<file path="src/clb_map.vh">
`ifndef CLB_MAP_VH
`define CLB_MAP_VH
// ****************************************
// register offsets on the setup port
// ****************************************
`define CLB_REG_UCS_SIZE 3'h0
`define CLB_REG_LCS_SIZE 3'h1
`define CLB_REG_MCS_BASE 3'h2
`define CLB_REG_MCS_SIZE 3'h3
`define CLB_REG_PCS_BASE 3'h4
`define CLB_REG_MODE     3'h5
`define CLB_REG_STAT     3'h6
// ****************************************
// reset values
// ****************************************
`define CLB_RST_UCS_SIZE 4'h0
`define CLB_RST_LCS_SIZE 4'h0
`define CLB_RST_MCS_BASE 7'h00
`define CLB_RST_MCS_SIZE 3'h0
`define CLB_RST_PCS_BASE 6'h00
`define CLB_RST_MODE     4'h0
// ****************************************
// mode register bit positions
// ****************************************
`define CLB_MODE_LCS_EN  0
`define CLB_MODE_MCS_EN  1
`define CLB_MODE_PCS_EN  2
`define CLB_MODE_PCS_ADR 3
// ****************************************
// size limits (1k blocks, 8k blocks)
// ****************************************
`define CLB_KB_MAX_CODE  4'h8
`define CLB_MID_MAX_CODE 3'h6
`define CLB_MID_QSHIFT   5'h0b
// ****************************************
// cycle status codes
// ****************************************
`define CLB_ST_INTA  3'h0
`define CLB_ST_IORD  3'h1
`define CLB_ST_IOWR  3'h2
`define CLB_ST_HALT  3'h3
`define CLB_ST_FETCH 3'h4
`define CLB_ST_MEMRD 3'h5
`define CLB_ST_MEMWR 3'h6
`define CLB_ST_PASV  3'h7
// ****************************************
// queue state codes
// ****************************************
`define CLB_Q_NOP   2'h0
`define CLB_Q_FIRST 2'h1
`define CLB_Q_EMPTY 2'h2
`define CLB_Q_NEXT  2'h3
`endif

</file>
<file path="src/clb_bus_ctrl.v">
// Functional notes
// latch strobe high for the first T-state of each bus cycle
// latch strobe pin is always driven, never floated
// write strobe low in T2, T3 and waits of writes; floats in hold
// write strobe driven high one clock in reset, then undriven
// queue-state pins report 00 nop, 01 first, 11 next, 10 empty
// read pin sampled in reset; low selects queue-status outputs
// read strobe low in T2, T3, waits of reads; address off; floats in hold
// only the rising edge of async ready is synchronised
// cycle ends only on a ready input; else wait states
// sync ready is synchronised outside and tied low if unused
// lock low from first data cycle after prefix; high one reset clock
// no prefetch cycles while lock is asserted
// cycle status encoding of the eight bus cycle kinds
// hold answered with grant after T4 or idle, bus floats at once
// grant drops after hold low; bus driven again at next cycle
// upper memory select for programmed top block, never floated
// lower memory select for programmed bottom block, never floated
// four mid-range selects for programmed mid region, never floated
// peripheral selects for programmed io ranges, never floated
// selects 5 and 6 may output latched a1/a2, kept in hold
// transceiver direction low on reads, high on writes
// transceiver enable low in accesses, high while direction changes
// cycles run t1, t2, t3, waits, then t4
`timescale 1ns/10ps
`default_nettype none
`include "clb_map.vh"
module clb_bus_ctrl (
	input  wire        i_clk_sys,
	input  wire        i_rst_n,
	input  wire [2:0]  i_reg_addr,
	input  wire [15:0] i_reg_wdata,
	input  wire        i_reg_wr,
	input  wire        i_reg_rd,
	output reg  [15:0] o_reg_rdata,
	input  wire        i_cyc_req,
	input  wire [2:0]  i_cyc_kind,
	input  wire [19:0] i_cyc_addr,
	input  wire [15:0] i_cyc_wdata,
	input  wire        i_lock_req,
	input  wire [1:0]  i_queue_op,
	output wire        o_cyc_ready,
	output reg         o_cyc_done,
	output reg  [15:0] o_cyc_rdata,
	output wire        o_ale_or_queue_state_lo,
	output wire        o_wr_n_or_queue_state_hi,
	output wire        o_wr_oe,
	output wire        o_rd_n,
	output wire        o_rd_oe,
	input  wire        i_rd_in,
	output reg  [15:0] o_ad,
	output reg         o_ad_oe,
	input  wire [15:0] i_ad,
	output reg  [3:0]  o_addr_hi,
	output wire        o_addr_hi_oe,
	input  wire        i_async_ready_in,
	input  wire        i_sync_ready_in,
	output wire        o_lock_n,
	output wire        o_lock_oe,
	output wire [2:0]  o_cycle_status,
	output wire        o_cycle_status_oe,
	input  wire        i_hold_req,
	output reg         o_hold_grant,
	output reg         o_upper_mem_select_n,
	output reg         o_lower_mem_select_n,
	output reg  [3:0]  o_mid_mem_select_n,
	output reg  [4:0]  o_periph_select_n,
	output wire        o_periph_select5_or_addr1,
	output wire        o_periph_select6_or_addr2,
	output reg         o_xcvr_direction,
	output wire        o_xcvr_direction_oe,
	output reg         o_xcvr_enable_n,
	output wire        o_xcvr_enable_oe
);
	// ****************************************
	// states
	// ****************************************
	localparam [6:0] S_IDLE = 7'h01;
	localparam [6:0] S_T1   = 7'h02;
	localparam [6:0] S_T2   = 7'h04;
	localparam [6:0] S_T3   = 7'h08;
	localparam [6:0] S_TW   = 7'h10;
	localparam [6:0] S_T4   = 7'h20;
	localparam [6:0] S_HOLD = 7'h40;

	// ****************************************
	// decode helpers
	// ****************************************
	function is_wr;
		input [2:0] k;
		is_wr = (k == `CLB_ST_IOWR) || (k == `CLB_ST_MEMWR);
	endfunction
	function is_rd;
		input [2:0] k;
		is_rd = (k == `CLB_ST_IORD) || (k == `CLB_ST_FETCH) || (k == `CLB_ST_MEMRD);
	endfunction
	function is_mem;
		input [2:0] k;
		is_mem = k[2] & ~(k[1] & k[0]);
	endfunction
	function is_io;
		input [2:0] k;
		is_io = (k == `CLB_ST_IORD) || (k == `CLB_ST_IOWR);
	endfunction
	// mask of 1k address bits that must match for a block of 1k << n
	function [9:0] kb_mask;
		input [3:0] n;
		reg   [3:0] c;
		begin
			c = (n > `CLB_KB_MAX_CODE) ? `CLB_KB_MAX_CODE : n;
			kb_mask = 10'h3ff << c;
		end
	endfunction

	// ****************************************
	// state and registers
	// ****************************************
	reg  [6:0]  st_r;
	reg  [6:0]  st_nxt;
	reg  [2:0]  kind_r;
	reg  [19:0] addr_r;
	reg  [15:0] wdata_r;
	reg  [3:0]  ucs_size_r;
	reg  [3:0]  lcs_size_r;
	reg  [6:0]  mcs_base_r;
	reg  [2:0]  mcs_size_r;
	reg  [5:0]  pcs_base_r;
	reg  [3:0]  mode_r;
	reg         qmode_r;
	reg         rst_seen_r;
	reg         own_r;
	reg         ale_r;
	reg         wr_n_r;
	reg         rd_n_r;
	reg         lock_r;
	reg  [2:0]  status_r;
	reg  [1:0]  queue_r;
	reg         hold_s1_r;
	reg         hold_s2_r;
	reg         async_ready_in_s1_r;
	reg         async_ready_in_s2_r;
	reg  [2:1]  lat_a_r;
	reg  [6:5]  pcs_hi_n_r;
	reg  [15:0] reg_val;

	// one clock of high drive at the first reset edge, then float
	wire drive_pulse = ~i_rst_n & ~rst_seen_r;
	// a falling async_ready_in acts at once; the raw pin may only cut a synchronised high
	wire async_ready_in_eff = async_ready_in_s2_r & i_async_ready_in;
	wire ready = async_ready_in_eff | i_sync_ready_in;
	wire hold_take = hold_s2_r & ~lock_r;
	wire at_edge = (st_r == S_IDLE) || (st_r == S_T4);
	assign o_cyc_ready = i_rst_n & at_edge & ~hold_take &
		~(lock_r & (i_cyc_kind == `CLB_ST_FETCH));
	wire accept = i_cyc_req & o_cyc_ready;

	// ****************************************
	// chip select decode of the request
	// ****************************************
	wire [9:0]  um = kb_mask(ucs_size_r);
	wire [9:0]  lm = kb_mask(lcs_size_r);
	wire [2:0]  msc = (mcs_size_r > `CLB_MID_MAX_CODE) ? `CLB_MID_MAX_CODE : mcs_size_r;
	wire [6:0]  mm = 7'h7f << msc;
	wire [19:0] mshift = i_cyc_addr >> ({2'h0, msc} + `CLB_MID_QSHIFT);
	wire        c_mem = is_mem(i_cyc_kind);
	wire        c_io = is_io(i_cyc_kind);
	wire        ucs_hit = c_mem & ((i_cyc_addr[19:10] & um) == um);
	wire        lcs_hit = mode_r[`CLB_MODE_LCS_EN] & c_mem &
		((i_cyc_addr[19:10] & lm) == 10'h000);
	wire        mcs_hit = mode_r[`CLB_MODE_MCS_EN] & c_mem &
		((i_cyc_addr[19:13] & mm) == (mcs_base_r & mm));
	wire        pcs_hit = mode_r[`CLB_MODE_PCS_EN] & c_io &
		(i_cyc_addr[15:10] == pcs_base_r);
	wire [3:0]  mcs_vec;
	wire [6:0]  pcs_vec;
	genvar gi;
	generate
		for (gi = 0; gi < 4; gi = gi + 1) begin : g_mcs
			assign mcs_vec[gi] = mcs_hit & (mshift[1:0] == gi);
		end
		for (gi = 0; gi < 7; gi = gi + 1) begin : g_pcs
			assign pcs_vec[gi] = pcs_hit & (i_cyc_addr[9:7] == gi);
		end
	endgenerate

	// ****************************************
	// bus cycle sequencer
	// ****************************************
	// hold has priority over a new cycle at each cycle boundary while lock is not held
	always @* begin
		st_nxt = st_r;
		case (st_r)
			S_IDLE, S_T4: begin
				if (hold_take) begin
					st_nxt = S_HOLD;
				end else if (accept) begin
					st_nxt = S_T1;
				end else begin
					st_nxt = S_IDLE;
				end
			end
			S_T1: st_nxt = S_T2;
			S_T2: st_nxt = S_T3;
			S_T3, S_TW: begin
				st_nxt = ready ? S_T4 : S_TW;
			end
			S_HOLD: begin
				st_nxt = hold_s2_r ? S_HOLD : S_IDLE;
			end
			default: st_nxt = S_IDLE;
		endcase
	end

	wire nx_data = (st_nxt == S_T2) || (st_nxt == S_T3) || (st_nxt == S_TW);
	wire has_data = (kind_r != `CLB_ST_HALT) && (kind_r != `CLB_ST_PASV);

	// ****************************************
	// synchronisers
	// ****************************************
	// hold is asynchronous; async_ready_in's first stage feeds only its second stage
	always @(posedge i_clk_sys) begin
		if (!i_rst_n) begin
			hold_s1_r <= 1'b0;
			hold_s2_r <= 1'b0;
			async_ready_in_s1_r <= 1'b0;
			async_ready_in_s2_r <= 1'b0;
		end else begin
			hold_s1_r <= i_hold_req;
			hold_s2_r <= hold_s1_r;
			async_ready_in_s1_r <= i_async_ready_in;
			async_ready_in_s2_r <= async_ready_in_s1_r;
		end
	end

	// strap is caught from the second reset clock, after the high drive ends
	always @(posedge i_clk_sys) begin
		if (!i_rst_n && rst_seen_r) begin
			qmode_r <= ~i_rd_in;
		end
	end

	// ****************************************
	// cycle state, strobes and data
	// ****************************************
	always @(posedge i_clk_sys) begin
		if (!i_rst_n) begin
			st_r <= S_IDLE;
			rst_seen_r <= 1'b1;
			own_r <= 1'b0;
			kind_r <= `CLB_ST_PASV;
			addr_r <= 20'h00000;
			wdata_r <= 16'h0000;
			ale_r <= 1'b0;
			wr_n_r <= 1'b1;
			rd_n_r <= 1'b1;
			lock_r <= 1'b0;
			status_r <= `CLB_ST_PASV;
			queue_r <= `CLB_Q_NOP;
			o_hold_grant <= 1'b0;
			o_cyc_done <= 1'b0;
			o_cyc_rdata <= 16'h0000;
			o_ad <= 16'h0000;
			o_ad_oe <= 1'b0;
			o_addr_hi <= 4'h0;
			o_xcvr_direction <= 1'b0;
			o_xcvr_enable_n <= 1'b1;
			o_upper_mem_select_n <= 1'b1;
			o_lower_mem_select_n <= 1'b1;
			o_mid_mem_select_n <= 4'hf;
			o_periph_select_n <= 5'h1f;
			pcs_hi_n_r <= 2'h3;
			lat_a_r <= 2'h0;
		end else begin
			st_r <= st_nxt;
			rst_seen_r <= 1'b0;
			queue_r <= i_queue_op;
			o_cyc_done <= 1'b0;
			// latch strobe only in t1; pin stays driven in hold
			ale_r <= (st_nxt == S_T1);
			if (accept) begin
				kind_r <= i_cyc_kind;
				addr_r <= i_cyc_addr;
				wdata_r <= i_cyc_wdata;
				own_r <= 1'b1;
				status_r <= i_cyc_kind;
				o_ad <= i_cyc_addr[15:0];
				o_ad_oe <= 1'b1;
				o_addr_hi <= i_cyc_addr[19:16];
				lat_a_r <= i_cyc_addr[2:1];
				// direction moves only in t1 while enable is high
				o_xcvr_direction <= is_wr(i_cyc_kind);
				o_upper_mem_select_n <= ~ucs_hit;
				o_lower_mem_select_n <= ~lcs_hit;
				o_mid_mem_select_n <= ~mcs_vec;
				o_periph_select_n <= ~pcs_vec[4:0];
				pcs_hi_n_r <= ~pcs_vec[6:5];
			end else if (st_nxt == S_T2) begin
				// reads release the address on the same edge as the read strobe falls
				o_ad <= wdata_r;
				o_ad_oe <= is_wr(kind_r);
				o_addr_hi <= 4'h0;
			end else if (st_nxt == S_HOLD) begin
				own_r <= 1'b0;
				o_ad_oe <= 1'b0;
			end else if (st_nxt == S_IDLE) begin
				o_ad_oe <= 1'b0;
			end
			if (st_nxt == S_IDLE || st_nxt == S_HOLD) begin
				// selects return inactive but stay driven; latched a1/a2 keep
				o_upper_mem_select_n <= 1'b1;
				o_lower_mem_select_n <= 1'b1;
				o_mid_mem_select_n <= 4'hf;
				o_periph_select_n <= 5'h1f;
				pcs_hi_n_r <= 2'h3;
			end
			o_hold_grant <= (st_nxt == S_HOLD);
			wr_n_r <= ~(nx_data & is_wr(kind_r));
			rd_n_r <= ~(nx_data & is_rd(kind_r));
			o_xcvr_enable_n <= ~(nx_data & has_data);
			if (st_nxt == S_T4 && st_r != S_T4) begin
				status_r <= `CLB_ST_PASV;
				o_cyc_done <= 1'b1;
				o_cyc_rdata <= is_rd(kind_r) ? i_ad : 16'h0000;
			end
			// lock holds from the first data cycle until the prefix is done
			if (!i_lock_req) begin
				lock_r <= 1'b0;
			end else if (st_nxt == S_T2 && kind_r != `CLB_ST_FETCH) begin
				lock_r <= 1'b1;
			end
		end
	end

	// ****************************************
	// pin multiplexing and floats
	// ****************************************
	wire drive_ctl = own_r | drive_pulse;
	assign o_ale_or_queue_state_lo = qmode_r ? queue_r[0] : ale_r;
	assign o_wr_n_or_queue_state_hi = drive_pulse ? 1'b1 :
		(qmode_r ? queue_r[1] : wr_n_r);
	assign o_wr_oe = drive_pulse | (qmode_r & i_rst_n) | own_r;
	assign o_rd_n = drive_pulse | rd_n_r;
	assign o_rd_oe = drive_pulse | (own_r & ~qmode_r);
	assign o_lock_n = drive_pulse | ~lock_r;
	assign o_lock_oe = drive_ctl;
	assign o_cycle_status = drive_pulse ? `CLB_ST_PASV : status_r;
	assign o_cycle_status_oe = drive_ctl;
	assign o_addr_hi_oe = own_r;
	assign o_xcvr_direction_oe = own_r;
	assign o_xcvr_enable_oe = own_r;
	assign o_periph_select5_or_addr1 = mode_r[`CLB_MODE_PCS_ADR] ? lat_a_r[1] :
		pcs_hi_n_r[5];
	assign o_periph_select6_or_addr2 = mode_r[`CLB_MODE_PCS_ADR] ? lat_a_r[2] :
		pcs_hi_n_r[6];

	// ****************************************
	// setup registers
	// ****************************************
	// writes to unmapped or read-only offsets are dropped
	always @(posedge i_clk_sys) begin
		if (!i_rst_n) begin
			ucs_size_r <= `CLB_RST_UCS_SIZE;
			lcs_size_r <= `CLB_RST_LCS_SIZE;
			mcs_base_r <= `CLB_RST_MCS_BASE;
			mcs_size_r <= `CLB_RST_MCS_SIZE;
			pcs_base_r <= `CLB_RST_PCS_BASE;
			mode_r <= `CLB_RST_MODE;
		end else if (i_reg_wr) begin
			case (i_reg_addr)
				`CLB_REG_UCS_SIZE: ucs_size_r <= i_reg_wdata[3:0];
				`CLB_REG_LCS_SIZE: lcs_size_r <= i_reg_wdata[3:0];
				`CLB_REG_MCS_BASE: mcs_base_r <= i_reg_wdata[6:0];
				`CLB_REG_MCS_SIZE: mcs_size_r <= i_reg_wdata[2:0];
				`CLB_REG_PCS_BASE: pcs_base_r <= i_reg_wdata[5:0];
				`CLB_REG_MODE:     mode_r <= i_reg_wdata[3:0];
				default: ;
			endcase
		end
	end

	// read value; unmapped offsets read as zero
	always @* begin
		case (i_reg_addr)
			`CLB_REG_UCS_SIZE: reg_val = {12'h000, ucs_size_r};
			`CLB_REG_LCS_SIZE: reg_val = {12'h000, lcs_size_r};
			`CLB_REG_MCS_BASE: reg_val = {9'h000, mcs_base_r};
			`CLB_REG_MCS_SIZE: reg_val = {13'h0000, mcs_size_r};
			`CLB_REG_PCS_BASE: reg_val = {10'h000, pcs_base_r};
			`CLB_REG_MODE:     reg_val = {12'h000, mode_r};
			`CLB_REG_STAT:     reg_val = {5'h00, qmode_r, o_hold_grant, lock_r, own_r, st_r};
			default:           reg_val = 16'h0000;
		endcase
	end

	// read data stand for exactly the cycle after the strobe
	always @(posedge i_clk_sys) begin
		if (!i_rst_n) begin
			o_reg_rdata <= 16'h0000;
		end else begin
			o_reg_rdata <= i_reg_rd ? reg_val : 16'h0000;
		end
	end
endmodule // clb_bus_ctrl
`default_nettype wire

</file>
<file path="config.mk">
export PLATFORM = sky130hd
export DESIGN_NAME = clb_bus_ctrl
export DESIGN_NICKNAME = d
export VERILOG_FILES = /design/src/clb_bus_ctrl.v
export VERILOG_INCLUDE_DIRS = /design/src
export SDC_FILE = /design/constraint.sdc
export NUM_CORES = 1
export LEC_CHECK = 0
export ABC_CLOCK_PERIOD_IN_PS = 2250
export BUFFER_PORTS_ARGS = -buffer_cell sky130_fd_sc_hd__buf_2
export CAP_MARGIN = 25
export CORE_MARGIN = 2
export CORE_UTILIZATION = 40
export DETAILED_ROUTE_END_ITERATION = 10
export PLACE_DENSITY = 0.65
export SETUP_SLACK_MARGIN = 0.4
export SLEW_MARGIN = 40
export SYNTH_ARGS = -nofsm -noshare
export SYNTH_HDL_FRONTEND = slang
export SYNTH_SLANG_ARGS = --single-unit
</file>
<file path="constraint.sdc">
create_clock -name i_clk_sys -period 2.25 [get_ports i_clk_sys]
set_input_delay 0.1125 -clock i_clk_sys [delete_from_list [all_inputs] [get_ports i_clk_sys]]
set_output_delay 0.1125 -clock i_clk_sys [all_outputs]
set_load 0.01 [all_outputs]
</file>
Yosys cells after proc, flatten, opt, wreduce, memory -nomap -nowiden
Index checks and enable logic that the tools add are counted.

word-level totals
  output and inout bits = 85
  word-level logic and storage cells = 214
  input bits = 86
  register bits = 142

operators by class
  shifts and indexed selects = 4
  bitwise logic cells = 60
  add/subtract/negate cells = 1
  eq/ne operators = 46
  multiplexer cells = 29
  reduce and logical (&&, ||, !) cells = 34
  $lt $le $gt $ge = 3

operators by type and width
  operator                                                                count
  11-bit case mux with 7 select lines                                     1
  16-bit two-way mux                                                      3
  7-bit case mux with 5 select lines                                      1
  1-bit AND                                                               33
  3-bit equality test (second input constant)                             11
  10-bit AND                                                              2
  10-bit by 4-bit left shift with 10-bit output (first input constant)    2
  20-bit by 5-bit right shift with 2-bit output                           1
  3-bit by 2-bit equality test with 1-bit output (second input constant)  6
  2-bit AND reduction                                                     9
  4-bit two-way mux                                                       4
  7-bit AND                                                               2
  7-bit by 1-bit equality test with 1-bit output (second input constant)  2
  7-bit by 2-bit equality test with 1-bit output (second input constant)  2
  7-bit by 3-bit equality test with 1-bit output (second input constant)  2
  7-bit by 4-bit equality test with 1-bit output (second input constant)  2
  7-bit by 5-bit equality test with 1-bit output (second input constant)  2
  7-bit by 6-bit equality test with 1-bit output (second input constant)  2
  7-bit equality test (second input constant)                             2
  1-bit two-way mux                                                       14
  7-bit two-way mux                                                       2
  1-bit NOT                                                               13
  3-bit by 1-bit equality test with 1-bit output (second input constant)  4
  10-bit equality test                                                    1
  other kinds (28)                                                        54

Longest topological paths before layout
Gate-level depths: netlist (run 1).

  depth after elaboration = 14
  depth in mapped cells = 10
  depth with buffers taken out = 7

Worst setup path before layout (run 1)
OpenSTA, ideal clock, no wires.

  path type = register to register
  from = register st_r[2]
  to = register o_mid_mem_select_n[1]
  arrival = 1.817 ns
  period minus slack after synthesis = 1.942 ns
  path slack = 0.308 ns
  setup time = 0.125 ns
  cell stages (with the launch flop) = 9
  buffers on the path = 2
  data required time = 2.125 ns
  cells stage by stage = dfxtp_1 -> buf_6 -> nor4_4 -> nand3b_2 -> or2_1 -> buf_2 -> a2111o_1 -> nor3b_1 -> o21ai_1

on the way
  cells in the longest elaborated chain, start to end = 12
  elaborated cells between the ends (all ways) = 21
  those cells by class = 9 x eq/ne; 3 x mux; 4 x bitwise; 5 x reduce/logical

RTL lines
  what                                                                                                                     RTL line                                source
  start, declared                                                                                                          clb_bus_ctrl.v:118                      reg [6:0] st_r;
  start signal, assigned                                                                                                   clb_bus_ctrl.v:274                      st_r <= st_nxt;
  7-bit by 1-bit equality test with 1-bit output / 7-bit by 6-bit equality test with 1-bit output (equally long branches)  clb_bus_ctrl.v:152, clb_bus_ctrl.v:192
  1-bit logical OR                                                                                                         clb_bus_ctrl.v:152                      wire at_edge = (st_r == S_IDLE) || (st_r == S_T4);
  1-bit AND (3 in series)                                                                                                  clb_bus_ctrl.v:153                      assign o_cyc_ready = i_rst_n & at_edge & ~hold_take &
  1-bit AND                                                                                                                clb_bus_ctrl.v:155                      wire accept = i_cyc_req & o_cyc_ready;
  2-bit two-way mux                                                                                                        clb_bus_ctrl.v:196                      end else if (accept) begin
  7-bit two-way mux                                                                                                        clb_bus_ctrl.v:194                      if (hold_take) begin
  7-bit case mux with 5 select lines                                                                                       clb_bus_ctrl.v:192                      case (st_r)
  7-bit by 1-bit equality test with 1-bit output / 7-bit equality test (equally long branches)                             clb_bus_ctrl.v:308                      if (st_nxt == S_IDLE || st_nxt == S_HOLD) begin
  1-bit logical OR                                                                                                         clb_bus_ctrl.v:308
  2-bit OR reduction (no source line)                                                                                      n/a
  end signal, assigned                                                                                                     clb_bus_ctrl.v:294                      o_mid_mem_select_n <= ~mcs_vec;
  end, declared                                                                                                            clb_bus_ctrl.v:66                       output reg [3:0] o_mid_mem_select_n,

Several ways; a longest one is shown, not always the timed one.
A chain may end at the register's enable or synchronous reset.

Final worst setup path (run 1)
  from = register st_r[2]
  to = register o_periph_select_n[1]

on the way
  cells in the longest elaborated chain, start to end = 12
  elaborated cells between the ends (all ways) = 21
  those cells by class = 9 x eq/ne; 3 x mux; 4 x bitwise; 5 x reduce/logical

RTL lines
  what                                                                                                                     RTL line                                source
  7-bit by 1-bit equality test with 1-bit output / 7-bit by 6-bit equality test with 1-bit output (equally long branches)  clb_bus_ctrl.v:152, clb_bus_ctrl.v:192
  1-bit logical OR                                                                                                         clb_bus_ctrl.v:152
  1-bit AND (3 in series)                                                                                                  clb_bus_ctrl.v:153
  1-bit AND                                                                                                                clb_bus_ctrl.v:155
  2-bit two-way mux                                                                                                        clb_bus_ctrl.v:196
  7-bit two-way mux                                                                                                        clb_bus_ctrl.v:194
  7-bit case mux with 5 select lines                                                                                       clb_bus_ctrl.v:192
  7-bit by 1-bit equality test with 1-bit output / 7-bit equality test (equally long branches)                             clb_bus_ctrl.v:308
  1-bit logical OR                                                                                                         clb_bus_ctrl.v:308
  2-bit OR reduction (no source line)                                                                                      n/a
  end signal, assigned                                                                                                     clb_bus_ctrl.v:295                      o_periph_select_n <= ~pcs_vec[4:0];
  end, declared                                                                                                            clb_bus_ctrl.v:67                       output reg [4:0] o_periph_select_n,

Several ways; a longest one is shown, not always the timed one.

==> results_dict.tcl, run 1 <==
set metrics [dict create \
    netlist-cell-type-count 59 \
    max_cap_violations 0 \
    hold_class "primary input to register" \
    clk_pin_slew_ns 0.06 \
    row_count 43 \
    viasPerCell 5.250 \
    cp.required_ns 2.56 \
    ff2ff_path_depth 9 \
    fill_cells 1172 \
    initial_core_util_pct 41.13 \
    grt_usage_pct 22.95 \
    antenna_found_initial 1 \
    clock-sinks 137 \
    diodes 0 \
    worst_pin_slew_ns 0.6744 \
    cts_tree "yes" \
    die_area_mm2 0.01536 \
    synth_edf_count 1 \
    max_slew_margin_pct 54.92 \
    synth_area_mm2 0.005753 \
    grt_max_degree 40 \
    io_buffers 156 \
    grt.met1_usage_pct 29.35 \
    htreeDepth 4 \
    synth_commonest_cells "136 x dfxtp_1, 98 x nand2_1, 58 x nor2_1, 35 x mux2i_1, 33 x a21oi_1" \
    gp_congestion 0.8457 \
    critical_path.top_delay_family "simple AND/OR/NAND/NOR gates" \
    seq_area_frac_synth_pct 47.85 \
    cpPeakStageDelay_ns 0.37 \
    netlist_top_cells_area "dfxtp_1 47%, nand2_1 6.4%, mux2i_1 6.1%" \
    vias 5497 \
    utilization_pct 60.94 \
    io_pins 171 \
    drv_slew 0 \
    cp-end-kind "register" \
    cellLeakagePower_uw 0.003695 \
    arrival_ns 2.35 \
    fin_worst_skew_ns 0.008026 \
    syn-instance-count 631 \
    whs_path_depth 3 \
    yosysWarningCount 0 \
    async_flop_share_pct 0 \
    cp_slowest_cell "nor4_4" \
    drtIter0Drc 294 \
    fp.dieH_um 123.9 \
    core_area_mm2 0.01399 \
    p_per_area_mw_per_mm2 716.2 \
    grt_pass1_vias 5234 \
    grt_overflow 0 \
    cp_num_buf_inv 3 \
    finalCritPeriodShare_pct 90.94 \
    rsz0062_at_grt "yes" \
    grt_util_met2_pct 37.36 \
    nets 940 \
    start_kind "register" \
    totalNegativeSetupSlack_ns 0 \
    root_buffer "clkbuf_16" \
    finalHoldViolCount 0 \
    syn_avg_cell_area_um2 9.117 \
    dp.final_hpwl_um 11230 \
    grt_pass1_wl_um 26980 \
    crit_chain "nor4_4 -> nand3b_4 -> or2_4 -> buf_6 -> buf_4 -> buf_6 -> or3_4 -> o22ai_2 -> nand2_1" \
    finalSetupViolCount 0 \
    status "finished clean" \
    die_w_um 123.9 \
    yosysMostFrequentCell "dfxtp_1" \
    clock.fmax_mhz 488.7 \
    drtAntennaViolNets 0 \
    ys_dominant_reg_cell "dfxtp_1" \
    drc 0 \
    ys_ff_latch 137 \
    period_needed_ns 2.046 \
    crit_cells 9 \
    first_pass_iters 5 \
    drive_gt1_share_pct 35.87 \
    crit_type "register to register" \
    critPathMaxFanout 2 \
    syn_to_final_growth_pct 48.17 \
    wirelength_um 18300 \
    use_met3_pct 5.495 \
    insertion_delay_ns 0.42 \
    crit_top_cell "buf_6" \
    wl_per_cell_um 17.48 \
    ir_drop_uv 522.8 \
    clock_path_buffers 2 \
    top_usage_layer "met2" \
    cts_buffers 17 \
    synthDominantCellAreaShare_pct 47.32 \
    yosysTopAreaCell "dfxtp_1" \
]
## metrics by stage
stage          std cells  total power [uW]  setup WS (ns)  hold slack (ns)  instance area, um^2
2_1_floorplan        635              2945         0.3080           0.2115                 5771
4_1_cts             1031              6003         0.1619         0.007109                 8046
3_5_place_dp         931              3155         0.1455           0.2981                 6643
6_report            1047              6106         0.2038          0.01623                 8524
3_3_place_gp         931              3140         0.2079           0.2949                 6640
5_1_grt             1047              6315         0.1299         0.004874                 8524
## cell usage in the layout (no fill, tap or decap), drive strengths merged, types with 5 or more instances in the layout
cell,netlist,routed
dlygate4sd3,0,54
nor2b,5,5
xnor2,9,9
nor3,9,9
mux4,6,6
nand3b,6,6
nand2,98,98
mux2i,35,35
nor2,58,58
buf,23,194
xor2,9,9
a22oi,17,17
o22ai,11,11
o21ai,15,15
nand3,25,25
a22o,19,19
clkinv,0,8
a21oi,33,33
mux2,9,9
or2,5,5
dfxtp,136,136
conb,1,5
clkbuf,31,25
inv,8,6
and2,15,15
## per-layer routing
metal,vias up,share of wire [%]
li1,2626,-
met1,2633,43
met2,211,49
met3,25,6.4
met4,2,1.4
met5,-,0.055
## power by group
part / internal, uW / leakage [uW] / switching [uW] / total [uW]
Sequential: 2510 / 0.00112 / 66.0 / 2580
Combinational: 408 / 0.00231 / 406 / 814
Clock: 1650 / 0.000272 / 1060 / 2710
Total: 4570 / 0.00369 / 1530 / 6110
## cell type report
type | instances | area (um^2) | share of cell area (%)
multi-input cells | 436 | 2987 | 35.04
repair buffers | 254 | 1941 | 22.77
flip-flops and latches | 137 | 2755 | 32.32
clock inverters | 12 | 127.6 | 1.497
inverters | 8 | 42.54 | 0.4990
well taps | 180 | 225.2 | 2.642
clock buffers | 20 | 446.7 | 5.240
## final timing paths
path / from / endpoint / slack [ns]
worst max register to register: st_r[2] / o_periph_select_n[1] / 0.20
worst min register to register: hold_s1_r / hold_s2_r / 0.44
worst min-delay path: i_reg_wdata[2] / lcs_size_r[2] / 0.02
worst max-delay path: st_r[2] / o_periph_select_n[1] / 0.20
## tightest hold or removal path, stage by stage
cell,delay (ns)
buf_2,0.14
a21oi_1,0.08
nor2_1,0.07
## timing repair
action / 4_1_cts / 5_1_grt
endpoints found under the setup margin: 36 / 72
hold endpoints to repair: 62 / 0
cloned: 4 / 7
hold buffers: 54 / 0
gates resized for setup: 24 / 71
setup buffers: 10 / 9
pin swaps: 12 / 27
## cell families after synthesis
| logic type | count (synthesis) | synth area share, % |
|---|---|---|
| buffers and inverters | 62 | 5.002 |
| other | 1 | 0.06518 |
| AND/OR/NAND/NOR | 244 | 20.16 |
| XOR/XNOR | 18 | 2.740 |
| multiplexers | 50 | 10.20 |
| flip-flops | 137 | 47.85 |
| AO/OA/AOI/OAI | 119 | 13.98 |
## flip-flops by register name (all words and copies together), names as in the netlist, 5 cells and up
signal and count:
mcs_base_r 7, o_reg_rdata 11, o_ad 16, o_periph_select_n 5, st_r 7, wdata_r 16
o_cyc_rdata 16, pcs_base_r 6
Power figures use the tool's default switching activity.
==> run 2: changes to the inputs <==
==> constraint.sdc (replaced) <==
create_clock -name i_clk_sys -period 2.25 [get_ports i_clk_sys]
set_input_delay 0.225 -clock i_clk_sys [delete_from_list [all_inputs] [get_ports i_clk_sys]]
set_output_delay 0.225 -clock i_clk_sys [all_outputs]
set_load 0.01 [all_outputs]
==> results_dict.tcl, run 2 (synthesis gave the netlist of run 1 again) <==
set metrics [dict create \
    routed-wl-met2_um 8809 \
    max_slew_margin_pct 59.75 \
    core_area_mm2 0.01399 \
    wl_met3_um 1234 \
    clock.fmax_mhz 501.0 \
    io_buffers 156 \
    dp.final_hpwl_um 11670 \
    drtIter0Drc 319 \
    ff2ff_path_depth 7 \
    drv_slew 0 \
    p_int_uw 4429 \
    cellLeakagePower_uw 0.003559 \
    finalCritPeriodShare_pct 88.71 \
    row_count 43 \
    final_cells 1015 \
    grt_overflow 0 \
    fp.dieH_um 123.9 \
    nets 909 \
    wirelength_um 18320 \
    finalSetupViolCount 0 \
    diodes 0 \
    grt_pass1_vias 5109 \
    period_needed_ns 1.996 \
    swShare_pct 25.86 \
    clock-sinks 137 \
    min_from "i_ad[1]" \
    syn_to_final_growth_pct 42.67 \
    seqPwrFrac_pct 43.2 \
    r2r-start "st_r[2]" \
    ir_drop_uv 521.7 \
    crit_type "register to register" \
    root_buffer "clkbuf_16" \
    p_per_area_mw_per_mm2 727.9 \
    setup_ws_ns 0.2541 \
    top_layer_used "met4" \
    gp_congestion 0.8456 \
    drc 0 \
    rrSetupSlack_ns 0.25 \
    largest_registers "o_ad x16, o_cyc_rdata x16, wdata_r x16" \
    wl_per_cell_um 18.05 \
    die_w_um 123.9 \
    final_cell_mix "156 x buf_2, 131 x dfxtp_1, 75 x nand2_1" \
    fin_worst_skew_ns 0.008300 \
    rsz0062_at_grt "yes" \
    first_pass_iters 5 \
    drive_gt1_share_pct 39.16 \
    cp-end-kind "register" \
    die_area_mm2 0.01536 \
    combPwrFrac_pct 13.1 \
    finalHoldViolCount 0 \
    antenna_found_initial 1 \
    max_cap_violations 0 \
    arrival_ns 2.30 \
    placed_cells 941 \
    design_area_mm2 0.008208 \
    status "finished clean" \
    grt_pass1_wl_um 26320 \
    clock_path_buffers 2 \
    hold_end "o_cyc_rdata[1]" \
    start_kind "register" \
    met1_length_um 7854 \
    viasPerCell 5.340 \
    pwr-share-clk_pct 43.7 \
    whs_path_depth 2 \
    reg2reg_to "o_mid_mem_select_n[0]" \
    clk_pin_slew_ns 0.06 \
    hold_ws_ns 0.009203 \
    grt_usage_pct 22.52 \
    drtAntennaViolNets 0 \
    cts_tree "yes" \
    dpl_cell_area_mm2 0.006718 \
    hold_class "primary input to register" \
    critPathMaxFanout 4 \
    initial_core_util_pct 41.13 \
    grt_max_degree 39 \
    insertion_delay_ns 0.43 \
    totalNegativeSetupSlack_ns 0 \
    worst_pin_slew_ns 0.6022 \
    dp_slack_ns 0.1122 \
    io_pins 171 \
    p_sw_uw 1545 \
    cp.required_ns 2.56 \
    final_common_cell "buf_2" \
    vias 5420 \
    htreeDepth 4 \
    cts_buffers 17 \
]
## run 2: worst max path at each step
stage,start,endpoint,slack (ns),cells past startpoint
after floorplan,st_r[2],o_mid_mem_select_n[1],0.31,8
after global routing,st_r[2],o_mid_mem_select_n[1],0.15,7
after detailed placement,st_r[2],o_ad[2],0.11,8
after CTS,st_r[1],o_mid_mem_select_n[0],0.23,7
after global placement,st_r[2],o_mid_mem_select_n[1],0.18,7
final,st_r[2],o_mid_mem_select_n[0],0.25,7
## run 2: power groups by stage
| stage | Clock [uW] | Sequential, uW | Combinational (uW) |
|---|---|---|---|
| CTS | 2630 | 2570 | 656 |
| floorplan | 0 | 2620 | 330 |
| finish | 2610 | 2580 | 783 |
| global route | 2750 | 2590 | 840 |
| global placement | 0 | 2620 | 535 |
| detailed placement | 0 | 2620 | 551 |
## run 2: worst max-delay path, cell delays in order, from the launching register on
cell	delay, ns
dfxtp_2	0.33
nor4_4	0.35
nand3b_4	0.12
or2_4	0.26
buf_12	0.13
a2111o_1	0.38
o32ai_2	0.22
nand2_1	0.08
## run 2: per-layer routing
metal	global-route usage, %	vias up
met5	0	-
met4	10.04	0
met3	5.082	32
met2	36.06	209
met1	29.07	2601
li1	-	2578
## run 2: area by class of cell
cell class                      instances  area, um^2
Clock buffer                           20       446.7
Clock inverter                         11       101.3
Fill cell                            1212        5781
Inverter                                8       37.54
Multi-Input combinational cell        436        3038
Sequential cell                       137        2759
Tap cell                              180       225.2
Timing Repair Buffer                  223        1600
## run 2: through the flow
stage / power (uW) / util [%]
floorplan: 2945 / -
global placement: 3155 / 48.01
detailed placement: 3174 / 48.02
CTS: 5853 / 55.04
global route: 6179 / 58.68
finish: 5975 / 58.68
## run 2: repair_timing
action | CTS | global route
resized for setup | 25 | 88
setup endpoints to repair | 69 | 70
gates cloned | 3 | 7
pin swaps | 7 | 44
endpoints found under the hold margin | 18 | 0
setup buffers | 9 | 6
hold buffers | 18 | 0
==> run 3: changes to the inputs <==
--- a/config.mk
+++ b/config.mk
@@ -6,7 +6,7 @@
 export SDC_FILE = /design/constraint.sdc
 export NUM_CORES = 1
 export LEC_CHECK = 0
-export ABC_CLOCK_PERIOD_IN_PS = 2250
+export ABC_CLOCK_PERIOD_IN_PS = 2000
 export BUFFER_PORTS_ARGS = -buffer_cell sky130_fd_sc_hd__buf_2
 export CAP_MARGIN = 25
 export CORE_MARGIN = 2
==> constraint.sdc (replaced) <==
create_clock -name i_clk_sys -period 2 [get_ports i_clk_sys]
set_input_delay 0.2 -clock i_clk_sys [delete_from_list [all_inputs] [get_ports i_clk_sys]]
set_output_delay 0.2 -clock i_clk_sys [all_outputs]
set_load 0.01 [all_outputs]
==> results_dict.tcl, run 3 (synthesis gave the netlist of run 1 again) <==
set metrics [dict create \
    status "complete, but fails checks" \
    violations "setup timing" \
    rsz0062_at_grt "yes" \
    cellLeakagePower_uw 0.003941 \
    drive_gt1_share_pct 44.97 \
    wl_per_cell_um 18.94 \
    arrival_ns 2.32 \
    wirelength_um 20190 \
    use_met3_pct 6.593 \
    insertion_delay_ns 0.43 \
    p_per_area_mw_per_mm2 823.7 \
    grt_usage_pct 24.48 \
    grt_max_degree 40 \
    cp_num_buf_inv 1 \
    cp_slowest_cell "a2111o_1" \
    final_common_cell "buf_2" \
    finalSetupViolCount 2 \
    grt_pass1_wl_um 28550 \
    crit_type "register to register" \
    top_usage_layer "met2" \
    drtIter0Drc 351 \
    clock.fmax_mhz 496.9 \
    clock_path_buffers 2 \
    finalCritPeriodShare_pct 100.6 \
    period_needed_ns 2.012 \
    finalHoldViolCount 0 \
    cp.required_ns 2.31 \
    max_slew_margin_pct 59.22 \
    dp.final_hpwl_um 11670 \
    cp-end-kind "register" \
    cts_tree "yes" \
    crit_chain "nor4_4 -> nand3b_4 -> or2_4 -> buf_6 -> a2111o_1 -> o32ai_2 -> nand2_1" \
    io_pins 171 \
    grt_overflow 0 \
    final_cell_mix "155 x buf_2, 125 x dfxtp_1, 70 x nand2_1" \
    first_pass_iters 5 \
    io_buffers 156 \
    cts_buffers 17 \
    start_kind "register" \
    syn_to_final_growth_pct 59.42 \
    grt.met1_usage_pct 31.44 \
    clock-sinks 137 \
    drtAntennaViolNets 0 \
    antenna_found_initial 0 \
    ir_drop_uv 588.6 \
    hold_ws_ns 0.001646 \
    cpPeakStageDelay_ns 0.37 \
    gp_congestion 0.8494 \
    viasPerCell 5.413 \
    vias 5770 \
    fp.dieH_um 123.9 \
    fin_worst_skew_ns 0.008031 \
    root_buffer "clkbuf_16" \
    hold_class "primary input to register" \
    worst_pin_slew_ns 0.6101 \
    initial_core_util_pct 41.13 \
    setup_ws_ns -0.01238 \
    dpl_cell_area_mm2 0.006782 \
    htreeDepth 4 \
    max_cap_violations 0 \
    die_w_um 123.9 \
    core_area_mm2 0.01399 \
    grt_pass1_vias 5546 \
    row_count 43 \
    critical_path.top_delay_family "simple AND/OR/NAND/NOR gates" \
    clk_pin_slew_ns 0.06 \
    drv_slew 0 \
    largest_registers "o_ad x16, o_cyc_rdata x16, wdata_r x16" \
    die_area_mm2 0.01536 \
    critPathMaxFanout 4 \
    drc 0 \
    nets 958 \
    grt_util_met2_pct 38.50 \
    design_area_mm2 0.009171 \
]
==> run 3: cell count changes in the layout (fill, tap and decap cells not counted), sizes merged <==
cell         before  now
diode             0    1
bufinv            1    5
clkinvlp          4    2
clkinv            6    4
buf             200  234
inv               8    7
dlygate4sd3      18   35
==> run 3: tightest hold or removal path, cell delays in order <==
cell and delay [ns]:
buf_2 0.10, nand2_1 0.05, nor2_1 0.04
==> run 3: area by class of cell <==
| type | instances | area (um^2) |
|---|---|---|
| inverter | 8 | 41.29 |
| tap | 180 | 225.2 |
| clock inverter | 10 | 188.9 |
| clock buffer | 22 | 484.2 |
| multi-input combinational | 436 | 3254 |
| antenna | 1 | 2.502 |
| timing repair buffer | 272 | 2201 |
| sequential | 137 | 2774 |
| fill | 1003 | 4817 |
==> run 3: final timing paths <==
path,to,slack (ns),start,cells after the start
setup reg to reg,o_mid_mem_select_n[0],-0.01,st_r[4],7
hold / removal,lock_r,0.002,i_lock_req,3
setup / recovery,o_mid_mem_select_n[0],-0.01,st_r[4],7
hold reg to reg,async_ready_in_s2_r,0.44,async_ready_in_s1_r,1
==> run 3: report_power, final <==
part	switching [uW]	leakage, uW	internal [uW]
clock	1230	0.000327	2350
sequential	89.3	0.00112	2830
combinational	518	0.00249	542
==> run 3: what timing repair did <==
action / in CTS / in global routing
pin swaps: 29 / 42
endpoints found under the hold margin: 34 / 1
gates resized for setup: 84 / 111
hold buffers: 34 / 1
setup endpoints to repair: 84 / 95
setup buffers: 23 / 12
cloned: 9 / 4
==> run 3: metal layers <==
metal	vias up	wire, um
met4	0	599
met2	258	9851
li1	2664	-
met3	56	1317
met1	2792	8427
met5	-	0
==> run 3: through the flow <==
step           std cells  util (%)  setup slack [ns]  total power [uW]   TNS, ns
2_1_floorplan        635         -           0.05801              3319         0
3_3_place_gp         950     48.46          0.004352              3562         0
3_5_place_dp         950     48.48          -0.02235              3579   -0.1731
4_1_cts             1048     61.32           0.02152              7398         0
5_1_grt             1065     65.55          -0.09542              7774   -0.7131
6_report            1066     65.56          -0.01238              7554  -0.01415
